## config.mk

```make
export PLATFORM = sky130hd
export DESIGN_NAME = oob_com_sequence_beacon
export DESIGN_NICKNAME = d
export VERILOG_FILES = /design/src/logic/oob_pkg.sv /design/src/logic/oob_seq_if.sv /design/src/logic/oob_com_sequence_beacon.sv /design/src/logic/oob_tx_seq.sv
export SDC_FILE = /design/constraint.sdc
export NUM_CORES = 1
export LEC_CHECK = 0
export BUFFER_PORTS_ARGS = -buffer_cell sky130_fd_sc_hd__buf_2
export CORE_ASPECT_RATIO = 1.5
export CORE_UTILIZATION = 57
export DETAILED_ROUTE_END_ITERATION = 8
export PLACE_DENSITY = 0.87
export SLEW_MARGIN = 10
export SYNTH_ARGS = -nofsm -noshare
export SYNTH_HDL_FRONTEND = slang
export SYNTH_SLANG_ARGS = --single-unit
```

## constraint.sdc

```tcl
create_clock -name clk_sys_i -period 2.6 [get_ports clk_sys_i]
set_input_delay 0.39 -clock clk_sys_i [delete_from_list [all_inputs] [get_ports clk_sys_i]]
set_output_delay 0.39 -clock clk_sys_i [all_outputs]
set_load 0.02 [all_outputs]
```

## src/logic/oob_pkg.sv

```systemverilog
// shared constants and types for the out-of-band sequence block
package oob_pkg;

  // clock and timing figures
  localparam real CLK_PERIOD_NS = 10.0;
  localparam real WAKE_IDLE_NS  = 106.7;
  localparam real COM_IDLE_NS   = 320.0;
  localparam real BURST_NS      = 106.7;

  // idle and burst lengths in clock cycles, least times rounded up
  localparam int WAKE_IDLE_CYC = int'($ceil(WAKE_IDLE_NS / CLK_PERIOD_NS));
  localparam int COM_IDLE_CYC  = int'($ceil(COM_IDLE_NS / CLK_PERIOD_NS));
  localparam int BURST_CYC     = int'($ceil(BURST_NS / CLK_PERIOD_NS));

  // receive tolerance around each idle length, in cycles
  localparam int IDLE_TOL_CYC = 3;

  // consecutive pairs needed before a sequence is reported
  localparam int COM_VALID_REPEAT = 4;

  // bursts sent per transmitted sequence
  localparam int TX_BURST_COUNT = 6;

  // width of phase and idle counters
  localparam int CNT_W = 8;

  // undecoded ten-bit comma pattern
  localparam logic [9:0] COMMA_RAW = 10'h0fa;

  // sequence kinds requested by the fabric
  typedef enum logic [1:0] {
    COM_WAKE,
    COM_INIT,
    COM_RESET
  } com_kind_e;

  // true when a measured idle falls inside the window around a nominal length
  function automatic logic idle_in_window(input logic [CNT_W-1:0] cnt, input int nominal);
    return (int'(cnt) >= nominal - IDLE_TOL_CYC) && (int'(cnt) <= nominal + IDLE_TOL_CYC);
  endfunction

endpackage

```

## src/logic/oob_seq_if.sv

```systemverilog
// request and status bundle between the top and the transmit sequencer
`timescale 1ns/100ps
interface oob_seq_if;
  import oob_pkg::*;

  logic      start;
  com_kind_e kind;
  logic      busy;
  logic      burst;
  logic      done;

  modport seq (input start, input kind, output busy, output burst, output done);
  modport ctl (output start, output kind, input busy, input burst, input done);
endinterface

```

## src/logic/oob_com_sequence_beacon.sv

```systemverilog
// out-of-band sequence encoder/decoder with beacon comma detect
//
// Functional notes
// RULE1: each sequence is burst then idle
// RULE2: receiver classifies by idle length
// RULE3: wake idle is 106.7 ns
// RULE4: init and reset share 320 ns idle
// RULE5: report after four consecutive matching pairs
// RULE6: machines generate and decode the sequences
// RULE7: beacons are comma bursts with idle
// RULE8: beacon repeats between 30 kHz, 500 MHz
// RULE9: fabric logic formats beacon timing itself
// RULE10: beacon control uses phy-interface idle signals
// RULE11: raw comma is ten-bit 0011111010
// RULE12: unmatched idle restarts the repeat count
`timescale 1ns/100ps
module oob_com_sequence_beacon (
  input  wire logic              clk_sys_i,
  input  wire logic              rst_b_i,
  input  wire logic              tx_com_start_i,
  input  wire oob_pkg::com_kind_e tx_com_kind_i,
  input  wire logic              tx_elec_idle_i,
  output logic                   tx_elec_idle_o,
  output logic                   tx_com_burst_o,
  output logic                   tx_com_busy_o,
  output logic                   tx_com_done_o,
  input  wire logic              rx_elec_idle_i,
  input  wire logic [9:0]        rx_data_raw_i,
  output logic                   rx_elec_idle_o,
  output logic                   rx_comwake_o,
  output logic                   rx_cominit_o,
  output logic                   rx_comma_o
);
  import oob_pkg::*;

  oob_seq_if seq_bus ();

  logic              idle_meta_r;
  logic              idle_sync_r;
  logic              idle_prev_r;
  logic              seen_burst_r;
  logic [CNT_W-1:0]  idle_cnt_r;
  logic              rep_is_wake_r;
  logic [2:0]        rep_cnt_r;
  logic              idle_end;
  logic              idle_overrun;
  logic              is_wake;
  logic              is_com;
  logic              pair_ok;
  logic              pair_wake;
  logic              kind_change;
  logic              run_full;
  logic              report;

  // request path into the sequencer; a start while busy is ignored there
  assign seq_bus.start = tx_com_start_i;
  assign seq_bus.kind  = tx_com_kind_i;

  oob_tx_seq u_tx_seq (
    .clk_sys_i (clk_sys_i),
    .rst_b_i   (rst_b_i),
    .seq_if    (seq_bus.seq)
  );

  // RULE10: fabric idle request passes when no sequence runs
  // RULE9: beacon format left to fabric
  always_ff @(posedge clk_sys_i) begin
    if (!rst_b_i) begin
      tx_elec_idle_o <= 1'b1;
    end else begin
      tx_elec_idle_o <= seq_bus.busy ? !seq_bus.burst : tx_elec_idle_i;
    end
  end

  // burst flag registered beside the line drive so both move on one edge
  always_ff @(posedge clk_sys_i) begin
    if (!rst_b_i) begin
      tx_com_burst_o <= 1'b0;
    end else begin
      tx_com_burst_o <= seq_bus.burst;
    end
  end

  // busy for the whole sequence; the fabric waits for it to drop
  always_ff @(posedge clk_sys_i) begin
    if (!rst_b_i) begin
      tx_com_busy_o <= 1'b0;
    end else begin
      tx_com_busy_o <= seq_bus.busy;
    end
  end

  // completion pulse, high in the cycle busy falls
  always_ff @(posedge clk_sys_i) begin
    if (!rst_b_i) begin
      tx_com_done_o <= 1'b0;
    end else begin
      tx_com_done_o <= seq_bus.done;
    end
  end

  // squelch level comes from the analog front end, so two flops first
  // flops reset to idle, the quiet level, so release makes no false edge
  always_ff @(posedge clk_sys_i) begin
    if (!rst_b_i) begin
      idle_meta_r <= 1'b1;
      idle_sync_r <= 1'b1;
      idle_prev_r <= 1'b1;
    end else begin
      idle_meta_r <= rx_elec_idle_i;
      idle_sync_r <= idle_meta_r;
      idle_prev_r <= idle_sync_r;
    end
  end

  // RULE10: synchronised idle status back to fabric
  always_ff @(posedge clk_sys_i) begin
    if (!rst_b_i) begin
      rx_elec_idle_o <= 1'b1;
    end else begin
      rx_elec_idle_o <= idle_sync_r;
    end
  end

  // idle length counter, saturating so long quiet periods never wrap
  always_ff @(posedge clk_sys_i) begin
    if (!rst_b_i) begin
      idle_cnt_r <= '0;
    end else if (!idle_sync_r) begin
      idle_cnt_r <= '0;
    end else if (idle_cnt_r != '1) begin
      idle_cnt_r <= idle_cnt_r + 1'b1;
    end
  end

  // an idle counts only once a burst has preceded it
  always_ff @(posedge clk_sys_i) begin
    if (!rst_b_i) begin
      seen_burst_r <= 1'b0;
    end else if (!idle_sync_r) begin
      seen_burst_r <= 1'b1;
    end else if (idle_overrun) begin
      seen_burst_r <= 1'b0;
    end
  end

  // an idle ends on the first synchronised burst cycle after it
  // RULE2: classify the idle at its end
  // RULE3: wake window
  // RULE4: init and reset not separable
  assign idle_end     = idle_prev_r && !idle_sync_r && seen_burst_r;
  assign idle_overrun = idle_sync_r && seen_burst_r
                        && (idle_cnt_r == CNT_W'(COM_IDLE_CYC + IDLE_TOL_CYC + 1));
  assign is_wake      = idle_in_window(idle_cnt_r, WAKE_IDLE_CYC);
  assign is_com       = idle_in_window(idle_cnt_r, COM_IDLE_CYC);

  // a trailing idle that never ends closes the fourth pair of the run in progress
  assign pair_ok   = (idle_end && (is_wake || is_com))
                     || (idle_overrun && (rep_cnt_r == 3'(COM_VALID_REPEAT - 1)));
  assign pair_wake = idle_end ? is_wake : rep_is_wake_r;

  // decode steps: kind change, full run, and the report itself
  // a pair only counts toward a report when it matches the held run
  assign kind_change = (rep_cnt_r != '0) && (pair_wake != rep_is_wake_r);
  assign run_full    = (rep_cnt_r == 3'(COM_VALID_REPEAT - 1));
  assign report      = pair_ok && !kind_change && run_full;

  // RULE5: four consecutive matching pairs
  // RULE12: mismatch or bad idle restarts count
  // RULE6: receive decode machine
  always_ff @(posedge clk_sys_i) begin
    if (!rst_b_i) begin
      rep_cnt_r <= '0;
    end else if (pair_ok) begin
      if (kind_change) begin
        // a pair of the other kind opens a new run at one
        rep_cnt_r <= 3'd1;
      end else if (run_full) begin
        // full run is reported; the next one starts from zero
        rep_cnt_r <= '0;
      end else begin
        rep_cnt_r <= rep_cnt_r + 1'b1;
      end
    end else if (idle_end || idle_overrun) begin
      // idle outside both windows, or a quiet line, drops the run
      rep_cnt_r <= '0;
    end
  end

  // kind of the run being counted
  always_ff @(posedge clk_sys_i) begin
    if (!rst_b_i) begin
      rep_is_wake_r <= 1'b0;
    end else if (pair_ok) begin
      // held so a quiet fourth idle knows which kind it closes
      rep_is_wake_r <= pair_wake;
    end
  end

  // one-cycle report pulses; the fabric must take them on that edge
  always_ff @(posedge clk_sys_i) begin
    if (!rst_b_i) begin
      rx_comwake_o <= 1'b0;
      rx_cominit_o <= 1'b0;
    end else begin
      rx_comwake_o <= report && pair_wake;
      rx_cominit_o <= report && !pair_wake;
    end
  end

  // raw match with no decode, so a comma shows one edge after it arrives
  // RULE11: raw comma match
  // RULE7: commas form the beacon bursts
  always_ff @(posedge clk_sys_i) begin
    if (!rst_b_i) begin
      rx_comma_o <= 1'b0;
    end else begin
      rx_comma_o <= (rx_data_raw_i == COMMA_RAW);
    end
  end

endmodule // oob_com_sequence_beacon

```

## src/logic/oob_tx_seq.sv

```systemverilog
// transmit sequencer: bursts and timed idles for wake, init and reset
`timescale 1ns/100ps
module oob_tx_seq (
  input  wire logic clk_sys_i,
  input  wire logic rst_b_i,
  oob_seq_if.seq    seq_if
);
  import oob_pkg::*;

  typedef enum logic [1:0] {S_IDLE, S_BURST, S_GAP} seq_state_e;

  seq_state_e        state_r;
  com_kind_e         kind_r;
  logic [CNT_W-1:0]  phase_cnt_r;
  logic [3:0]        rep_r;
  logic              done_r;
  logic [CNT_W-1:0]  gap_last;

  // RULE3: wake idle length
  // RULE4: init and reset share one idle
  assign gap_last = (kind_r == COM_WAKE) ? CNT_W'(WAKE_IDLE_CYC - 1)
                                          : CNT_W'(COM_IDLE_CYC - 1);

  // RULE1: fixed burst then idle
  // RULE6: transmit timing machine
  always_ff @(posedge clk_sys_i) begin
    if (!rst_b_i) begin
      state_r     <= S_IDLE;
      kind_r      <= COM_WAKE;
      phase_cnt_r <= '0;
      rep_r       <= '0;
    end else begin
      case (state_r)
        S_IDLE: begin
          phase_cnt_r <= '0;
          rep_r       <= '0;
          if (seq_if.start) begin
            kind_r  <= seq_if.kind;
            state_r <= S_BURST;
          end
        end
        S_BURST: begin
          if (phase_cnt_r == CNT_W'(BURST_CYC - 1)) begin
            phase_cnt_r <= '0;
            state_r     <= S_GAP;
          end else begin
            phase_cnt_r <= phase_cnt_r + 1'b1;
          end
        end
        S_GAP: begin
          if (phase_cnt_r == gap_last) begin
            phase_cnt_r <= '0;
            if (rep_r == 4'(TX_BURST_COUNT - 1)) begin
              state_r <= S_IDLE;
            end else begin
              rep_r   <= rep_r + 1'b1;
              state_r <= S_BURST;
            end
          end else begin
            phase_cnt_r <= phase_cnt_r + 1'b1;
          end
        end
        default: begin
          state_r <= S_IDLE;
        end
      endcase
    end
  end

  // completion pulse in the cycle after the last idle cycle of the last burst
  always_ff @(posedge clk_sys_i) begin
    if (!rst_b_i) begin
      done_r <= 1'b0;
    end else begin
      done_r <= (state_r == S_GAP) && (phase_cnt_r == gap_last)
                && (rep_r == 4'(TX_BURST_COUNT - 1));
    end
  end

  assign seq_if.busy  = (state_r != S_IDLE);
  assign seq_if.burst = (state_r == S_BURST);
  assign seq_if.done  = done_r;

endmodule // oob_tx_seq

```

==> flow_summary.json <==
{
  "antenna_found_initial": 0,
  "cts-root-buf": "clkbuf_8",
  "layout-drive-gt1-share_pct": 15.1,
  "setup_viol": 0,
  "finalHoldViolations": 0,
  "finalMaxSlewViolations": 0,
  "n_antenna_cell": 0,
  "fmax_mhz": 467,
  "cap_violations": 0,
  "peakVddDrop_mv": 0.433,
  "avgSynthCellArea_um2": 8.49,
  "power_density_nw_per_um2": 678,
  "path_class": "register to register",
  "finalPower_mw": 1.53,
  "grt_pass1_vias": 1529,
  "cp-end-kind": "register",
  "post_cts_resized": 0,
  "min_from": "rx_elec_idle_i",
  "totalWireLength_mm": 3.95,
  "fin_crit_ps": 2140,
  "yosys_register_bits": 40,
  "grt_pass1_wl_mm": 6.46,
  "holdPathEnd": "idle_meta_r",
  "syn_to_final_growth_pct": 13.4,
  "dieArea_um2": 3740,
  "hold_path_depth": 2,
  "required_ps": 2770,
  "clk_latency_ps": 300,
  "r2r-end": "u_tx_seq.phase_cnt_r[4]",
  "ys.flop_type": "dfxtp_1",
  "io_pins": 25,
  "worstMarginPinSlew_ps": 556,
  "placed_cell_area_um2": 2140,
  "fin_crit_sh_pct": 82.3,
  "synth_compound_area_share_pct": 14.9,
  "drc": 0,
  "synth_top_cell_by_area": "dfxtp_1",
  "cp-start-kind": "register",
  "reg2reg_depth": 5,
  "syn-num-nets": 266,
  "ant_nets": 0,
  "syn_inst": 235,
  "relSlewSlack_pct": 62.7,
  "worstPathMaxFanout": 6,
  "ys_types": 46,
  "p_leak_nw": 0.871,
  "clk_path_buf_depth": 2,
  "grt_max_degree": 21,
  "synth_fa_ha_area_share_pct": 8.78,
  "hold_buffers": 0,
  "async_flop_share_pct": 0,
  "hold-worst-slack_ps": 263,
  "synth_top_family_by_area": "simple AND/OR/NAND/NOR gates",
  "cts_num_sinks": 40,
  "synthXorXnorAreaFrac_pct": 3.51,
  "syn_area_um2": 1990,
  "gp_congestion": 0.834,
  "dr.pass1.iters": 6,
  "setup-tns-final_ps": 0,
  "yosysSeqAreaShare_pct": 40.2,
  "wl_per_cell_um": 13.1,
  "cts_setup_buffers": 0,
  "cts_made_buffers": 5,
  "skew_ps": 8.07,
  "rsz0062_at_grt": "false",
  "grt_overflow": 0,
  "final_nets": 289,
  "synth_simple_gate_area_share_pct": 27.5,
  "synth_edf_count": 0,
  "clk_pin_slew_ps": 80,
  "hp-class": "primary input to register",
  "synthMuxAreaShare_pct": 0.502,
  "r2r_slack_ps": 460,
  "cts_tree": "yes",
  "yosysWarnings": 0,
  "drt_iter0_drc": 46,
  "r2r-start": "u_tx_seq.phase_cnt_r[3]",
  "synth_area_leaders": "dfxtp_1 40%, ha_1 8.8%, nand2_1 4.5%",
  "status": "finished clean",
  "synth_top_area_share_pct": 40.2,
  "h-tree-depth": 2,
  "coreArea_um2": 3380,
  "fin_area_um2": 2260,
  "io_buffers": 24,
  "initial_core_util_pct": 58.9,
  "via_per_inst": 5.80,
  "fp.dieW_um": 50.3,
  "worstPathArrival_ps": 2310,
  "hpwl_mm": 2.75,
  "fp-row-count": 26,
  "vias": 1745,
  "grt_usage_pct": 22.6,
  "fp.dieH_um": 74.4,
  "final_core_util_pct": 66.9
}
==> cell families after synthesis <==
| family | after synthesis |
|---|---|
| AOI/OAI and AO/OA | 44 |
| xor gates and xnor gates | 8 |
| adders and majority gates | 14 |
| buffers and inverters | 24 |
| DFF | 40 |
| muxes | 1 |
| and+or+nand+nor | 104 |
==> Yosys cell counts (all sizes together), types with 2 or more instances <==
cell type   n
or3b        2
xnor2       6
nand2      24
or2         3
nand3b      3
dfxtp      40
o211ai      4
nand2b      6
nor2       22
nand4       6
ha         14
a211oi      3
nor4        3
o21ai       8
and2        2
and4b       2
a31oi       7
inv        16
a41oi       2
nor2b       3
nor3        7
and3        5
nand3      11
a21oi       9
xor2        2
clkbuf      7
==> registers in the layout, summed over array words and instances (netlist names), 2 cells and up <==
register / flops
idle_cnt_r: 8
rep_cnt_r: 3
u_tx_seq.kind_r: 2
u_tx_seq.phase_cnt_r: 8
u_tx_seq.rep_r: 4
u_tx_seq.state_r: 2
==> layout make-up <==
class | count | area, µm²
Inverter | 16 | 60.1
Clock buffer | 7 | 96.3
Timing Repair Buffer | 24 | 120
Multi-Input combinational cell | 171 | 1100
Clock inverter | 1 | 30.0
Fill cell | 278 | 1120
Tap cell | 42 | 52.6
Sequential cell | 40 | 801
==> layer usage <==
layer	vias up	GRT usage [%]	wire [µm]
met5	-	0	0
li1	872	-	-
met1	830	24.2	1690
met4	0	10.5	61
met2	38	41.0	2030
met3	5	5.93	162
==> worst max-delay path, stage by stage, from the launching register on <==
cell     delay (ps)
dfxtp_1         420
or4b_4          510
o41ai_1         340
a31oi_1         260
o21ai_0         390
nor2_1           90
==> how the worst max path moves through the flow <==
stage | startpoint | slack, ps | depth (start not counted) | endpoint
2_1_floorplan | u_tx_seq.phase_cnt_r[3] | 620 | 5 | u_tx_seq.rep_r[1]
3_3_place_gp | u_tx_seq.phase_cnt_r[3] | 550 | 5 | u_tx_seq.phase_cnt_r[6]
3_5_place_dp | u_tx_seq.phase_cnt_r[3] | 490 | 5 | u_tx_seq.phase_cnt_r[4]
4_1_cts | u_tx_seq.phase_cnt_r[3] | 440 | 5 | u_tx_seq.phase_cnt_r[4]
5_1_grt | u_tx_seq.phase_cnt_r[3] | 330 | 5 | u_tx_seq.phase_cnt_r[5]
6_report | u_tx_seq.phase_cnt_r[3] | 460 | 5 | u_tx_seq.phase_cnt_r[4]
==> cells in the final DEF (no fill, tap or decap), types with 3 or more instances in the layout <==
master / count
nor4_1: 3
nand4_1: 6
nand3b_1: 3
nand3_1: 11
ha_1: 14
a31oi_1: 7
xnor2_1: 6
o211ai_1: 4
a21oi_1: 9
o21ai_0: 8
nor2_1: 22
clkbuf_8: 7
nor2b_1: 3
nor3_1: 7
nand2b_1: 6
inv_1: 16
dfxtp_1: 40
buf_2: 24
a211oi_1: 3
nand2_1: 24
and3_1: 5
==> stage by stage <==
| step | setup WS, ps | instances |
|---|---|---|
| final | 459 | 301 |
| after global routing | 326 | 301 |
| after CTS | 442 | 301 |
| after detailed placement | 489 | 293 |
| after global placement | 551 | 293 |
| after floorplan | 625 | 235 |
==> where the power goes <==
part           switching (mW)  internal, mW  leakage [nW]
sequential             0.0306         0.652         0.325
combinational           0.186         0.112         0.481
clock                   0.215         0.339        0.0645
Note: power is estimated with default switching activity, not from simulation.
